[src/dpscs_pkg.sv]
package dpscs_pkg;
	// memory timing, in memory clocks
	localparam int WR_LAT = 5;
	localparam int RD_LAT = 8;
	localparam int BUS_TURN = 1;
	// idle slots between opposite-direction commands on one port
	localparam int RD_TO_WR_IDLES = 5;
	localparam int WR_TO_RD_IDLES = 4;
	// one memory clock spans two aclk cycles: rising half is port a, falling half port b
	localparam int HALVES_PER_MCLK = 2;
	localparam int WR_CYC = WR_LAT * HALVES_PER_MCLK;
	localparam int RD_CYC = RD_LAT * HALVES_PER_MCLK;
	// least bank gap from a port a access to a port b access, in half memory clocks (1.5 clk)
	localparam int COLL_HALVES = 3;
	// address pins
	localparam int ADDR_W = 25;
	localparam int USED_W_X36 = 21;
	localparam int USED_W_X18 = 22;
	localparam logic [ADDR_W-1:0] USED_MASK_X36 = 25'h01fffff;
	localparam logic [ADDR_W-1:0] USED_MASK_X18 = 25'h03fffff;
	// lane opcodes
	localparam logic [1:0] OP_IDLE = 2'h0;
	localparam logic [1:0] OP_RSVD = 2'h1;
	localparam logic [1:0] OP_READ = 2'h2;
	localparam logic [1:0] OP_WRITE = 2'h3;
	localparam int LANES = 4;
	// register map
	localparam logic [7:0] REG_CTRL = 8'h00;
	localparam logic [7:0] REG_STATUS = 8'h04;
	localparam logic [7:0] REG_FAULT = 8'h08;
	localparam int CTRL_X18_BIT = 0;
	localparam int CTRL_INV_BIT = 1;
	localparam logic [1:0] CTRL_RESET = 2'h0;
	localparam int ST_CALIB_BIT = 0;
	localparam int ST_BUSY_A_BIT = 1;
	localparam int ST_BUSY_B_BIT = 2;
	localparam int ST_PFLAG_BIT = 3;
	localparam int FAULT_BIT = 0;
	localparam logic [1:0] RESP_OKAY = 2'h0;
	localparam logic [1:0] RESP_DECERR = 2'h3;
endpackage : dpscs_pkg

[src/dpscs_top.sv]
// Functional notes
// [RULE_01] schedule for write latency five, read latency eight, one-clock bus turnaround
// [RULE_02] five idle slots between a read and a following write
// [RULE_03] mixed read/write sets get idle slots; busy blocks new sets until drained
// [RULE_04] at least 1.5 memory clocks from port a bank access to port b same bank
// [RULE_05] port b delayed on same-bank collision; busy held until all commands done
// [RULE_06] never drive the data bus while the memory returns read data
// [RULE_07] lanes issued in order, lane zero first, lane three last
// [RULE_08] requests ignored until calibration done is high
// [RULE_09] user gives write address and data with the write opcode
// [RULE_10] user gives read address with the read opcode
// [RULE_11] read data returned on lane output with that lane's valid bit
// [RULE_12] port a command on rising command clock edge, port b on falling
// [RULE_13] address uses 21 bits in x36 mode, 22 bits in x18; rest reserved
// [RULE_14] address parity pin gives even parity over used address bits
// [RULE_15] memory pulls parity fault flag low until cleared by configuration
// [RULE_16] inversion pin covers used address bits and the parity bit together
// [RULE_17] opcode 00 idle, 01 reserved, 10 read, 11 write
// [RULE_18] user holds next set while ready low; sets offered then are dropped
// [RULE_19] memory takes a command only while that port's load pin is low
// [RULE_20] direction select low means write, high means read
// [RULE_21] same-direction lanes go back to back with no idle slots
// [RULE_22] four idle slots between a write and a following read
module dpscs_top #(
	parameter int DATA_W = 36,
	parameter int BANK_LSB = 0,
	parameter int BANK_W = 3
) (
	input wire logic aclk,
	input wire logic aresetn,
	input wire logic [7:0] s_axi_awaddr,
	input wire logic s_axi_awvalid,
	output logic s_axi_awready,
	input wire logic [31:0] s_axi_wdata,
	input wire logic [3:0] s_axi_wstrb,
	input wire logic s_axi_wvalid,
	output logic s_axi_wready,
	output logic [1:0] s_axi_bresp,
	output logic s_axi_bvalid,
	input wire logic s_axi_bready,
	input wire logic [7:0] s_axi_araddr,
	input wire logic s_axi_arvalid,
	output logic s_axi_arready,
	output logic [31:0] s_axi_rdata,
	output logic [1:0] s_axi_rresp,
	output logic s_axi_rvalid,
	input wire logic s_axi_rready,
	input wire logic calib_done,
	input wire logic port_a_cmd_en,
	input wire logic [3:0][1:0] port_a_lane_opcode,
	input wire logic [3:0][dpscs_pkg::ADDR_W-1:0] port_a_lane_location,
	input wire logic [3:0][DATA_W-1:0] port_a_lane_write_word,
	output logic port_a_ready,
	output logic [3:0][DATA_W-1:0] port_a_lane_read_word,
	output logic [3:0] port_a_read_valid,
	input wire logic port_b_cmd_en,
	input wire logic [3:0][1:0] port_b_lane_opcode,
	input wire logic [3:0][dpscs_pkg::ADDR_W-1:0] port_b_lane_location,
	input wire logic [3:0][DATA_W-1:0] port_b_lane_write_word,
	output logic port_b_ready,
	output logic [3:0][DATA_W-1:0] port_b_lane_read_word,
	output logic [3:0] port_b_read_valid,
	output logic mem_ck,
	output logic mem_ck_n,
	output logic [dpscs_pkg::ADDR_W-1:0] mem_addr,
	output logic address_parity_pin,
	output logic address_invert_pin,
	output logic port_a_load_low,
	output logic port_b_load_low,
	output logic port_a_dir_select,
	output logic port_b_dir_select,
	output logic [DATA_W-1:0] port_a_dq_out,
	output logic port_a_dq_oe,
	input wire logic [DATA_W-1:0] port_a_dq_in,
	output logic [DATA_W-1:0] port_b_dq_out,
	output logic port_b_dq_oe,
	input wire logic [DATA_W-1:0] port_b_dq_in,
	input wire logic parity_fault_flag_n
);
	localparam int L = dpscs_pkg::LANES;
	localparam int AW = dpscs_pkg::ADDR_W;
	localparam int WR_CYC = dpscs_pkg::WR_CYC;
	localparam int RD_CYC = dpscs_pkg::RD_CYC;

	// ---------------- register slave ----------------
	logic awready_q, wready_q, bvalid_q, aw_have_q, w_have_q;
	logic arready_q, rvalid_q;
	logic [7:0] aw_addr_q;
	logic [31:0] w_data_q, rdata_q;
	logic [3:0] w_strb_q;
	logic [1:0] bresp_q, rresp_q;
	logic [1:0] ctrl_q;
	logic fault_q;
	logic wr_fire;

	assign wr_fire = aw_have_q & w_have_q & ~bvalid_q;

	always_ff @(posedge aclk) begin
		if (!aresetn) begin
			awready_q <= 1'b1;
			wready_q <= 1'b1;
			aw_have_q <= 1'b0;
			w_have_q <= 1'b0;
			bvalid_q <= 1'b0;
			bresp_q <= dpscs_pkg::RESP_OKAY;
			aw_addr_q <= 8'h00;
			w_data_q <= 32'h0;
			w_strb_q <= 4'h0;
		end else begin
			if (s_axi_awvalid && awready_q) begin
				aw_have_q <= 1'b1;
				aw_addr_q <= s_axi_awaddr;
				awready_q <= 1'b0;
			end
			if (s_axi_wvalid && wready_q) begin
				w_have_q <= 1'b1;
				w_data_q <= s_axi_wdata;
				w_strb_q <= s_axi_wstrb;
				wready_q <= 1'b0;
			end
			if (wr_fire) begin
				aw_have_q <= 1'b0;
				w_have_q <= 1'b0;
				bvalid_q <= 1'b1;
				if (aw_addr_q == dpscs_pkg::REG_CTRL || aw_addr_q == dpscs_pkg::REG_FAULT) begin
					bresp_q <= dpscs_pkg::RESP_OKAY;
				end else begin
					bresp_q <= dpscs_pkg::RESP_DECERR;
				end
			end
			if (bvalid_q && s_axi_bready) begin
				bvalid_q <= 1'b0;
				awready_q <= 1'b1;
				wready_q <= 1'b1;
			end
		end
	end

	always_ff @(posedge aclk) begin
		if (!aresetn) begin
			ctrl_q <= dpscs_pkg::CTRL_RESET;
		end else if (wr_fire && aw_addr_q == dpscs_pkg::REG_CTRL && w_strb_q[0]) begin
			ctrl_q <= w_data_q[1:0];
		end
	end

	// sticky record of the memory's parity fault; a new fault wins over the clear
	always_ff @(posedge aclk) begin
		if (!aresetn) begin
			fault_q <= 1'b0;
		end else if (!parity_fault_flag_n) begin
			fault_q <= 1'b1; // RULE_15
		end else if (wr_fire && aw_addr_q == dpscs_pkg::REG_FAULT && w_strb_q[0]
			&& w_data_q[dpscs_pkg::FAULT_BIT]) begin
			fault_q <= 1'b0;
		end
	end

	logic ready_q [2];
	logic [31:0] status_w;

	always_comb begin
		status_w = 32'h0;
		status_w[dpscs_pkg::ST_CALIB_BIT] = calib_done;
		status_w[dpscs_pkg::ST_BUSY_A_BIT] = ~ready_q[0];
		status_w[dpscs_pkg::ST_BUSY_B_BIT] = ~ready_q[1];
		status_w[dpscs_pkg::ST_PFLAG_BIT] = ~parity_fault_flag_n;
	end

	always_ff @(posedge aclk) begin
		if (!aresetn) begin
			arready_q <= 1'b1;
			rvalid_q <= 1'b0;
			rdata_q <= 32'h0;
			rresp_q <= dpscs_pkg::RESP_OKAY;
		end else if (s_axi_arvalid && arready_q) begin
			arready_q <= 1'b0;
			rvalid_q <= 1'b1;
			rresp_q <= dpscs_pkg::RESP_OKAY;
			if (s_axi_araddr == dpscs_pkg::REG_CTRL) begin
				rdata_q <= {30'h0, ctrl_q};
			end else if (s_axi_araddr == dpscs_pkg::REG_STATUS) begin
				rdata_q <= status_w;
			end else if (s_axi_araddr == dpscs_pkg::REG_FAULT) begin
				rdata_q <= {31'h0, fault_q};
			end else begin
				rdata_q <= 32'h0;
				rresp_q <= dpscs_pkg::RESP_DECERR;
			end
		end else if (rvalid_q && s_axi_rready) begin
			rvalid_q <= 1'b0;
			arready_q <= 1'b1;
		end
	end

	assign s_axi_awready = awready_q;
	assign s_axi_wready = wready_q;
	assign s_axi_bvalid = bvalid_q;
	assign s_axi_bresp = bresp_q;
	assign s_axi_arready = arready_q;
	assign s_axi_rvalid = rvalid_q;
	assign s_axi_rdata = rdata_q;
	assign s_axi_rresp = rresp_q;

	// ---------------- scheduler ----------------
	logic ck_q;
	logic cmd_en [2];
	logic [3:0][1:0] opc [2];
	logic [3:0][AW-1:0] loc [2];
	logic [3:0][DATA_W-1:0] wwd [2];
	logic [DATA_W-1:0] dq_in [2];
	logic go [2];
	logic go_wr [2];
	logic [AW-1:0] go_addr [2];
	logic [BANK_W-1:0] a_bank_q;
	logic [1:0] a_age_q;
	logic [3:0][DATA_W-1:0] rword_q [2];
	logic [3:0] rvld_q [2];
	logic [DATA_W-1:0] dq_out_q [2];
	logic dq_oe_q [2];

	assign cmd_en[0] = port_a_cmd_en;
	assign cmd_en[1] = port_b_cmd_en;
	assign opc[0] = port_a_lane_opcode;
	assign opc[1] = port_b_lane_opcode;
	assign loc[0] = port_a_lane_location;
	assign loc[1] = port_b_lane_location;
	assign wwd[0] = port_a_lane_write_word;
	assign wwd[1] = port_b_lane_write_word;
	assign dq_in[0] = port_a_dq_in;
	assign dq_in[1] = port_b_dq_in;

	// ck_q low means the next cycle is the rising half: port a's slot
	always_ff @(posedge aclk) begin
		if (!aresetn) begin
			ck_q <= 1'b0;
		end else begin
			ck_q <= ~ck_q; // RULE_12
		end
	end

	// age of port a's last access, in half memory clocks, for the bank gap check
	always_ff @(posedge aclk) begin
		if (!aresetn) begin
			a_bank_q <= '0;
			a_age_q <= 2'h3;
		end else if (go[0]) begin
			a_bank_q <= go_addr[0][BANK_LSB +: BANK_W];
			a_age_q <= 2'h0;
		end else if (a_age_q != 2'h3) begin
			a_age_q <= a_age_q + 2'h1;
		end
	end

	for (genvar p = 0; p < 2; p++) begin : g_port
		logic [L-1:0] pend_q;
		logic [3:0][1:0] pop_q;
		logic [3:0][AW-1:0] paddr_q;
		logic [3:0][DATA_W-1:0] pdata_q;
		logic last_v_q, last_wr_q;
		logic [2:0] idles_q;
		logic [1:0] first;
		logic [2:0] need;
		logic slot, coll, accept;
		logic [L-1:0] lane_v, remain;
		logic [WR_CYC-1:0] wv_q;
		logic [DATA_W-1:0] wd_q [WR_CYC];
		logic [RD_CYC:0] rv_q;
		logic [1:0] rl_q [RD_CYC+1];

		assign slot = (p == 0) ? ~ck_q : ck_q;
		assign accept = cmd_en[p] & ready_q[p] & calib_done; // RULE_08

		always_comb begin
			first = 2'h0;
			for (int l = L - 1; l >= 0; l--) begin
				if (pend_q[l]) begin
					first = 2'(l); // RULE_07
				end
			end
			lane_v = '0;
			for (int l = 0; l < L; l++) begin
				lane_v[l] = opc[p][l] == dpscs_pkg::OP_READ || opc[p][l] == dpscs_pkg::OP_WRITE; // RULE_17
			end
		end

		assign go_wr[p] = pop_q[first] == dpscs_pkg::OP_WRITE;
		assign go_addr[p] = paddr_q[first];

		// no idles between like directions; wait for the gap when the direction flips
		always_comb begin
			need = 3'h0; // RULE_21
			if (last_v_q && !last_wr_q && go_wr[p]) begin
				need = 3'(dpscs_pkg::RD_TO_WR_IDLES); // RULE_02 RULE_06 RULE_01
			end else if (last_v_q && last_wr_q && !go_wr[p]) begin
				need = 3'(dpscs_pkg::WR_TO_RD_IDLES); // RULE_22
			end
		end

		// port b waits while port a touched the same bank less than 1.5 clocks ago
		assign coll = (p == 1) && go_addr[p][BANK_LSB +: BANK_W] == a_bank_q
			&& 32'(a_age_q) + 1 < dpscs_pkg::COLL_HALVES; // RULE_04 RULE_05
		assign go[p] = slot & (|pend_q) & (idles_q >= need) & ~coll; // RULE_03
		assign remain = pend_q & ~(go[p] ? L'(1) << first : L'(0));

		always_ff @(posedge aclk) begin
			if (!aresetn) begin
				pend_q <= '0;
				pop_q <= '0;
				paddr_q <= '0;
				pdata_q <= '0;
			end else if (accept) begin
				pend_q <= lane_v;
				pop_q <= opc[p];
				paddr_q <= loc[p];
				pdata_q <= wwd[p];
			end else begin
				pend_q <= remain;
			end
		end

		// busy stays up until every accepted lane has gone out
		always_ff @(posedge aclk) begin
			if (!aresetn) begin
				ready_q[p] <= 1'b0;
			end else begin
				ready_q[p] <= calib_done && !(accept && |lane_v) && remain == '0; // RULE_03 RULE_05
			end
		end

		always_ff @(posedge aclk) begin
			if (!aresetn) begin
				last_v_q <= 1'b0;
				last_wr_q <= 1'b0;
				idles_q <= 3'h7;
			end else if (go[p]) begin
				last_v_q <= 1'b1;
				last_wr_q <= go_wr[p];
				idles_q <= 3'h0;
			end else if (slot && idles_q != 3'h7) begin
				idles_q <= idles_q + 3'h1;
			end
		end

		// write data leaves WR_CYC cycles after its command reaches the pins
		always_ff @(posedge aclk) begin
			if (!aresetn) begin
				wv_q <= '0;
				dq_oe_q[p] <= 1'b0;
				dq_out_q[p] <= '0;
				for (int i = 0; i < WR_CYC; i++) begin
					wd_q[i] <= '0;
				end
			end else begin
				wv_q <= {wv_q[WR_CYC-2:0], go[p] & go_wr[p]};
				wd_q[0] <= pdata_q[first];
				for (int i = 1; i < WR_CYC; i++) begin
					wd_q[i] <= wd_q[i-1];
				end
				dq_oe_q[p] <= wv_q[WR_CYC-1]; // RULE_06
				dq_out_q[p] <= wd_q[WR_CYC-1];
			end
		end

		// read data sampled RD_CYC cycles after the command reaches the pins
		always_ff @(posedge aclk) begin
			if (!aresetn) begin
				rv_q <= '0;
				rvld_q[p] <= '0;
				rword_q[p] <= '0;
				for (int i = 0; i <= RD_CYC; i++) begin
					rl_q[i] <= 2'h0;
				end
			end else begin
				rv_q <= {rv_q[RD_CYC-1:0], go[p] & ~go_wr[p]};
				rl_q[0] <= first;
				for (int i = 1; i <= RD_CYC; i++) begin
					rl_q[i] <= rl_q[i-1];
				end
				rvld_q[p] <= '0;
				if (rv_q[RD_CYC]) begin
					rvld_q[p][rl_q[RD_CYC]] <= 1'b1; // RULE_11
					rword_q[p][rl_q[RD_CYC]] <= dq_in[p];
				end
			end
		end
	end

	// ---------------- memory command pins ----------------
	logic ck_pin_q, ck_n_pin_q, ap_q, address_invert_pin_q;
	logic [AW-1:0] addr_q, used, enc;
	logic [1:0] load_low_q, dir_q;
	logic sp;

	assign sp = ck_q;
	assign used = ctrl_q[dpscs_pkg::CTRL_X18_BIT] ? dpscs_pkg::USED_MASK_X18
		: dpscs_pkg::USED_MASK_X36; // RULE_13
	assign enc = go_addr[sp] & used;

	always_ff @(posedge aclk) begin
		if (!aresetn) begin
			ck_pin_q <= 1'b0;
			ck_n_pin_q <= 1'b1;
			addr_q <= '0;
			ap_q <= 1'b0;
			address_invert_pin_q <= 1'b0;
			load_low_q <= 2'h3;
			dir_q <= 2'h3;
		end else begin
			ck_pin_q <= ~ck_q;
			ck_n_pin_q <= ck_q;
			load_low_q <= {~go[1], ~go[0]}; // RULE_19
			if (go[sp]) begin
				dir_q[sp] <= ~go_wr[sp]; // RULE_20
				// inversion flips the used bits and the parity bit as one group
				if (ctrl_q[dpscs_pkg::CTRL_INV_BIT]) begin
					addr_q <= enc ^ used; // RULE_16
					ap_q <= ~(^enc);
				end else begin
					addr_q <= enc;
					ap_q <= ^enc; // RULE_14
				end
				address_invert_pin_q <= ctrl_q[dpscs_pkg::CTRL_INV_BIT];
			end
		end
	end

	assign mem_ck = ck_pin_q;
	assign mem_ck_n = ck_n_pin_q;
	assign mem_addr = addr_q;
	assign address_parity_pin = ap_q;
	assign address_invert_pin = address_invert_pin_q;
	assign port_a_load_low = load_low_q[0];
	assign port_b_load_low = load_low_q[1];
	assign port_a_dir_select = dir_q[0];
	assign port_b_dir_select = dir_q[1];
	assign port_a_ready = ready_q[0];
	assign port_b_ready = ready_q[1];
	assign port_a_lane_read_word = rword_q[0];
	assign port_b_lane_read_word = rword_q[1];
	assign port_a_read_valid = rvld_q[0];
	assign port_b_read_valid = rvld_q[1];
	assign port_a_dq_out = dq_out_q[0];
	assign port_b_dq_out = dq_out_q[1];
	assign port_a_dq_oe = dq_oe_q[0];
	assign port_b_dq_oe = dq_oe_q[1];
endmodule : dpscs_top

[config.mk]
export PLATFORM = sky130hd
export DESIGN_NAME = dpscs_top
export DESIGN_NICKNAME = d
export VERILOG_FILES = /design/src/dpscs_pkg.sv /design/src/dpscs_top.sv
export SDC_FILE = /design/constraint.sdc
export NUM_CORES = 2
export LEC_CHECK = 0
export ABC_AREA = 1
export BUFFER_PORTS_ARGS = -buffer_cell sky130_fd_sc_hd__buf_2
export CORE_MARGIN = 5
export CORE_UTILIZATION = 25
export DETAILED_ROUTE_END_ITERATION = 10
export PLACE_DENSITY_LB_ADDON = 0.3
export SYNTH_ARGS = -nofsm -noshare
export SYNTH_HDL_FRONTEND = slang
export SYNTH_SLANG_ARGS = --single-unit
[constraint.sdc]
create_clock -name aclk -period 4.6 [get_ports aclk]
set_input_delay 0.46 -clock aclk [delete_from_list [all_inputs] [get_ports aclk]]
set_output_delay 0.46 -clock aclk [all_outputs]
set_load 0.01 [all_outputs]
Yosys cells after proc, flatten, opt, wreduce, memory -nomap -nowiden

Memories as Yosys holds them, arrays and structs flattened.
Cells that the tools add are included.

Add/sub/neg operators: 4
$mul: 0
Div/mod/pow operators: 0
Magnitude comparators: 12
Equality and inequality tests: 26
Shift operators: 2
Multiplexer cells: 438
Bitwise logic cells: 393
Reductions and logical operators: 60

Operators by type and width:

| cell               | count |
|---|---|
| $mux 36            | 26 |
| $or 1x1->1         | 358 |
| $mux 1             | 323 |
| $mux 144           | 2 |
| $mux 25            | 6 |
| $bmux 36 s2        | 2 |
| $demux 36 s2       | 2 |
| $bmux 25 s2        | 2 |
| $mux 2             | 50 |
| $mux 4             | 10 |
| $eq 2x2->1 const B | 18 |
| $logic_and 1x1->1  | 30 |
| $and 25x22->25     | 1 |
| $reduce_xor 25->1  | 1 |
| $xor 25x22->25     | 1 |
| $mux 3             | 8 |
| $mux 22            | 1 |
| $eq 8x4->1 const B | 2 |
| $logic_not 8->1    | 2 |
| $reduce_or 4->1    | 4 |
| $and 1x1->1        | 15 |
| $not 1->1          | 13 |
| $lt 2x3->1 const B | 4 |
| $logic_or 1x1->1   | 9 |
| other kinds (26)   | 45 |

Flip-flop bits (word level): 671
Bits in latches: 0
Bits in writable memories: 1,160
Bits in read-only memories: 0
Input bits: 639
Output and inout bits: 446
Memories: 9

Memory list:

| name           | words | width | read ports | clocked after memory_dff | wr ports | line             | text |
|---|---|---|---|---|---|---|---|
| g_port[0].wd_q | 10    | 36    | 10         | 0                        | 10       | dpscs_top.sv:267 | `logic [DATA_W-1:0] wd_q [WR_CYC];` |
| g_port[1].wd_q | 10    | 36    | 10         | 0                        | 10       | dpscs_top.sv:267 |  |
| rword_q        | 2     | 144   | 2          | 0                        | 2        | dpscs_top.sv:217 | `logic [3:0][DATA_W-1:0] rword_q [2];` |
| dq_out_q       | 2     | 36    | 2          | 0                        | 2        | dpscs_top.sv:219 | `logic [DATA_W-1:0] dq_out_q [2];` |
| g_port[0].rl_q | 17    | 2     | 17         | 0                        | 17       | dpscs_top.sv:269 | `logic [1:0] rl_q [RD_CYC+1];` |
| g_port[1].rl_q | 17    | 2     | 17         | 0                        | 17       | dpscs_top.sv:269 |  |
| +3 memories    | --    | --    | --         | --                       | --       | --               |  |

Longest topological paths before layout

Depth after elaboration: 20
Mapped depth: 24
Gate-level depth less buffers: 23

Least setup slack after synthesis

Ideal clock, no wire load.

Kind: register to register
Start point: register g_port[0].pend_q[2]
End point: register dir_q[0]
Setup time: 0.115 ns
Arrival time: 3.231 ns
Required time: 4.485 ns
Path slack: 1.253 ns
Cell stages (with the launch flop): 24
Buffers on the path: 2
Period minus slack after synthesis: 3.347 ns
Cells stage by stage: dfxtp_1 > inv_2 > nand2_1 > nand2_4 > nand2_4 > buf_4 > buf_2 > nand2_1 > a31oi_1 > nand2_1 > o21ai_0 > inv_1 > ha_1 > a21oi_1 > nor2_1 > inv_1 > a31oi_1 > clkinv_1 > nor2_1 > inv_1 > nor2_1 > inv_1 > o21ai_0 > inv_1

Cells in the longest elaborated chain, start to end: 15

RTL lines:

| element                                    | line             | text |
|---|---|---|
| start: declaration                         | dpscs_top.sv:256 | `logic [L-1:0] pend_q;` |
| start signal: assignment                   | dpscs_top.sv:313 | `pend_q <= lane_v;` |
| start signal: assignment                   | dpscs_top.sv:318 | `pend_q <= remain;` |
| $mux 2 (3 in series)                       | dpscs_top.sv:277 | `if (pend_q[l]) begin` |
| $bmux 2 s2                                 | dpscs_top.sv:287 | `assign go_wr[p] = pop_q[first] == dpscs_pkg::OP_WRITE;` |
| $mux 2 (implied by the code)               | dpscs_top.sv:287 |  |
| $eq 2x2->1                                 | dpscs_top.sv:287 |  |
| $logic_not 1->1                            | dpscs_top.sv:295 | `end else if (last_v_q && last_wr_q && !go_wr[p]) begin` |
| $logic_and 1x1->1                          | dpscs_top.sv:295 |  |
| $mux 3                                     | dpscs_top.sv:295 |  |
| $mux 3                                     | dpscs_top.sv:293 | `if (last_v_q && !last_wr_q && go_wr[p]) begin` |
| $ge 3x3->1                                 | dpscs_top.sv:303 | `assign go[p] = slot & (\|pend_q) & (idles_q >= need) & ~coll;` |
| $and 1x1->1                                | dpscs_top.sv:303 |  |
| $mux 1 (implied by the code) (3 in series) | dpscs_top.sv:413 | `if (go[sp]) begin` |
| end signal: indexed assignment             | dpscs_top.sv:414 | `dir_q[sp] <= ~go_wr[sp];` |
| end: declaration                           | dpscs_top.sv:392 | `logic [1:0] load_low_q, dir_q;` |

Parallel ways exist; a longest one is shown, timed or not. The select of a mux whose other input is x is not followed.
A chain may end at the register's enable or synchronous reset.

Worst setup path in the final report

Start point: register g_port[0].pend_q[2]
End point: register addr_q[9], in the netlist mem_addr[9]

Cells in the longest elaborated chain, start to end: 15

RTL lines:

| element                                    | line             | text |
|---|---|---|
| $mux 2 (3 in series)                       | dpscs_top.sv:277 |  |
| $bmux 2 s2                                 | dpscs_top.sv:287 |  |
| $mux 2 (implied by the code)               | dpscs_top.sv:287 |  |
| $eq 2x2->1                                 | dpscs_top.sv:287 |  |
| $logic_not 1->1                            | dpscs_top.sv:295 |  |
| $logic_and 1x1->1                          | dpscs_top.sv:295 |  |
| $mux 3                                     | dpscs_top.sv:295 |  |
| $mux 3                                     | dpscs_top.sv:293 |  |
| $ge 3x3->1                                 | dpscs_top.sv:303 |  |
| $and 1x1->1                                | dpscs_top.sv:303 |  |
| $mux 1 (implied by the code) (3 in series) | dpscs_top.sv:413 |  |
| end signal: assignment                     | dpscs_top.sv:417 | `addr_q <= enc ^ used;` |
| end signal: assignment                     | dpscs_top.sv:420 | `addr_q <= enc;` |
| end: declaration                           | dpscs_top.sv:391 | `logic [AW-1:0] addr_q, used, enc;` |

Parallel ways exist; a longest one is shown, timed or not. The select of a mux whose other input is x is not followed.

==> impl_metrics.json <==
{
  "rrSetupSlack_ps": 650,
  "crit_chain": "inv_2 > nand2_1 > nand2_4 > nand2_4 > nand2_1 > a31oi_1 > nand2_1 > o21ai_0 > inv_1 > ha_1 > a21oi_1 > nor2_1 > inv_1 > a31oi_1 > clkinv_1 > nand2_2 > buf_12 > o21ai_0 > a31oi_1",
  "die_y_um": 498,
  "synth_top_area_share_pct": 49.7,
  "dp.cells": 10700,
  "leakagePower_uw": 0.0391,
  "portBuffers": 996,
  "arrival_ps": 4690,
  "grt_pass1_vias": 47900,
  "wl_met3_um": 12700,
  "max_freq_mhz": 253,
  "clkPwrFrac_pct": 47.1,
  "holdPathEnd": "g_port[0].pop_q[5]",
  "clk_pin_slew_ps": 60,
  "crit_slowest_cell": "dfxtp_1",
  "grt_setup_unrepaired": "no",
  "wirelength_um": 201000,
  "setup_violations": 0,
  "crit_type": "register to register",
  "ir_worst_vdd_mv": 0.284,
  "pre_cts_ws_ps": 696,
  "vias": 48000,
  "min_path_cells": 3,
  "antenna_found_initial": 50,
  "internal_power_uw": 26800,
  "ys_warn_count": 0,
  "switching_power_uw": 8210,
  "grt_usage_pct": 15.5,
  "initial_core_util_pct": 25.1,
  "synth_edf_count": 292,
  "dr_wl_met2_um": 88400,
  "status": "complete, no violations",
  "final_hold_viol_count": 0,
  "tightest_slew_ps": 1260,
  "synthTopCellsByArea": "dfxtp_1 50%, edfxtp_1 15%, nand2_1 11%, inv_1 7.6%, a21oi_1 5.3%",
  "numCtsBuffers": 196,
  "synthesis.area_um2": 59700,
  "cts_resized": 0,
  "p_total_uw": 35000,
  "drive_gt1_share_pct": 16.9,
  "seq_area_frac_synth_pct": 64.4,
  "ant_nets": 0,
  "critPathMaxFanout": 34,
  "drt_pre_antenna_iters": 5,
  "drc": 0,
  "area_growth_syn_to_layout_pct": 34.8,
  "end_kind": "register",
  "postCtsHoldBufs": 564,
  "cts.htree.levels": 4,
  "netlist_instances": 6837,
  "fin_ws_ps": 648,
  "coreArea_um2": 238000,
  "max_stage_delay_ps": 460,
  "synth_top_cell_by_area": "dfxtp_1",
  "ys_types": 39,
  "p_per_area_nw_per_um2": 436,
  "routedWlPerCell_um": 17.2,
  "ys_ff_latch": 1774,
  "io_pins": 1085,
  "reg2reg_depth": 19,
  "cts_tree": "done",
  "path_delay_family": "simple AND/OR/NAND/NOR gates",
  "r2r_start": "g_port[0].pend_q[2]",
  "skew_ps": 72.0,
  "routed_via_density": 4.12,
  "finalHoldWorstSlack_ps": 67.1,
  "fin_crit_ps": 3950,
  "worstReg2RegEnd": "mem_addr[9]",
  "topRoutingLayerUsed": "met5",
  "grt_overflow": 0,
  "grt_max_degree": 209,
  "dp_hpwl_um": 140000,
  "grt_pass1_wl_um": 299000,
  "finalNonFillerCells": 11700,
  "min-delay-start": "port_a_lane_opcode[5]",
  "p_comb_share_pct": 6.6,
  "post-cts-setup-buffers": 0,
  "maxCapViolCount": 0,
  "max-clock-path-buffers": 3,
  "cp-start-kind": "register",
  "ys.flop_type": "dfxtp_1",
  "power_frac_seq_pct": 46.3,
  "drt_iter0_markers": 3007,
  "slew_headroom_pct": 15.0,
  "final_common_cell": "nand2_1",
  "async_flop_share_pct": 0,
  "fin_nets": 8950,
  "met1_length_um": 89800,
  "path_buf_inv": 5,
  "die-area_um2": 248000,
  "rows": 179,
  "globalplace.congestion": 0.891,
  "setup_tns_ps": 0,
  "clk_latency_ps": 850,
  "die_w_um": 498,
  "cts.sinks": 1774,
  "avgSynthCellArea_um2": 8.73,
  "layout_common_cells": "1744 x nand2_1, 1482 x dfxtp_1, 1205 x inv_1",
  "cp.required_ps": 5330,
  "maxSlewViolCount": 0,
  "switching_share_pct": 23.4,
  "hold_path.class": "input port to register",
  "post-route-period-util_pct": 85.9,
  "cts_root_buf": "clkbuf_16"
}
-- registers in the layout, indices dropped and copies added, names as in the netlist, 16 cells and up --
signal	flops
dq_out_q	72
g_port.wd_q	720
g_port.rl_q	68
g_port.rv_q	34
g_port.pop_q	16
mem_addr	22
g_port.paddr_q	176
g_port.pdata_q	288
rword_q	288
g_port.wv_q	20
-- power groups by stage --
| stage | sequential (µW) | combinational, µW | clock (µW) |
|---|---|---|---|
| global route | 16200 | 2530 | 17700 |
| global placement | 16600 | 1900 | 0 |
| finish | 16200 | 2310 | 16500 |
| CTS | 16200 | 2320 | 17100 |
| floorplan | 16600 | 946 | 0 |
| detailed placement | 16600 | 1910 | 0 |
-- per-layer routing --
layer,GRT usage (%),up-vias
li1,-,23800
met1,20.4,22200
met2,24.3,1533
met3,3.48,476
met4,7.12,14
met5,0,-
-- worst max-delay path by stage --
stage,startpoint,endpoint,slack [ps],cells after the start
after floorplan,g_port[0].pend_q[2],dir_q[0],1250,23
after global routing,g_port[0].pend_q[2],mem_addr[9],90,21
final,g_port[0].pend_q[2],mem_addr[9],650,19
after global placement,g_port[0].pend_q[2],address_parity_pin,570,23
after detailed placement,g_port[0].pend_q[2],mem_addr[9],700,21
after CTS,g_port[0].pend_q[2],mem_addr[9],650,21
-- synthesized netlist by cell type, drive strengths merged, types with 2 or more instances --
cell	instances
buf	106
or2	5
o211ai	6
clkbuf	294
nor2	412
nor3	11
xor2	24
nand3	144
dfxtp	1482
a31oi	41
inv	1219
clkinv	5
edfxtp	292
nand4	8
o22ai	40
ha	10
conb	2
nand2	1755
o21ai	327
a21oi	631
nor4	6
a221o	11
-- worst reg2reg max path: stages, from the launching register on --
cell	delay [ps]
dfxtp_1	460
inv_2	60
nand2_1	100
nand2_4	160
nand2_4	220
nand2_1	80
a31oi_1	240
nand2_1	140
o21ai_0	200
inv_1	60
ha_1	260
a21oi_1	60
nor2_1	130
inv_1	90
a31oi_1	260
clkinv_1	410
nand2_2	420
buf_12	230
o21ai_0	100
a31oi_1	180
-- kinds of logic (layout without fill, tap and decap cells) --
| logic type | Yosys count | in the layout | synth area share (%) |
|---|---|---|---|
| DFF | 1774 | 1774 | 64.4 |
| AOI/OAI and AO/OA | 1060 | 1060 | 9.22 |
| other | 2 | 59 | 0.0126 |
| xor gates and xnor gates | 25 | 25 | 0.367 |
| and+or+nand+nor | 2342 | 2342 | 15.2 |
| adders and majority gates | 10 | 10 | 0.210 |
| buffers and inverters | 1624 | 3220 | 10.5 |
-- stage by stage --
| step | instance area, µm² | util, % |
|---|---|---|
| 6_report | 80400 | 33.8 |
| 5_1_grt | 80400 | 33.8 |
| 4_1_cts | 80400 | 33.8 |
| 3_5_place_dp | 67800 | 28.5 |
| 3_3_place_gp | 67800 | 28.5 |
| 2_1_floorplan | 59800 | - |
-- final cells by class --
class	instances	area, µm²
fillers	24600	157000
flip-flops and latches	1774	38400
multi-input cells	3472	15100
repair buffers	1633	11300
clock buffers	275	5600
inverters	1224	4610
well taps	3167	3960
clock inverters	88	1340
diodes	24	60.1
(Power assumes the default switching activity.)
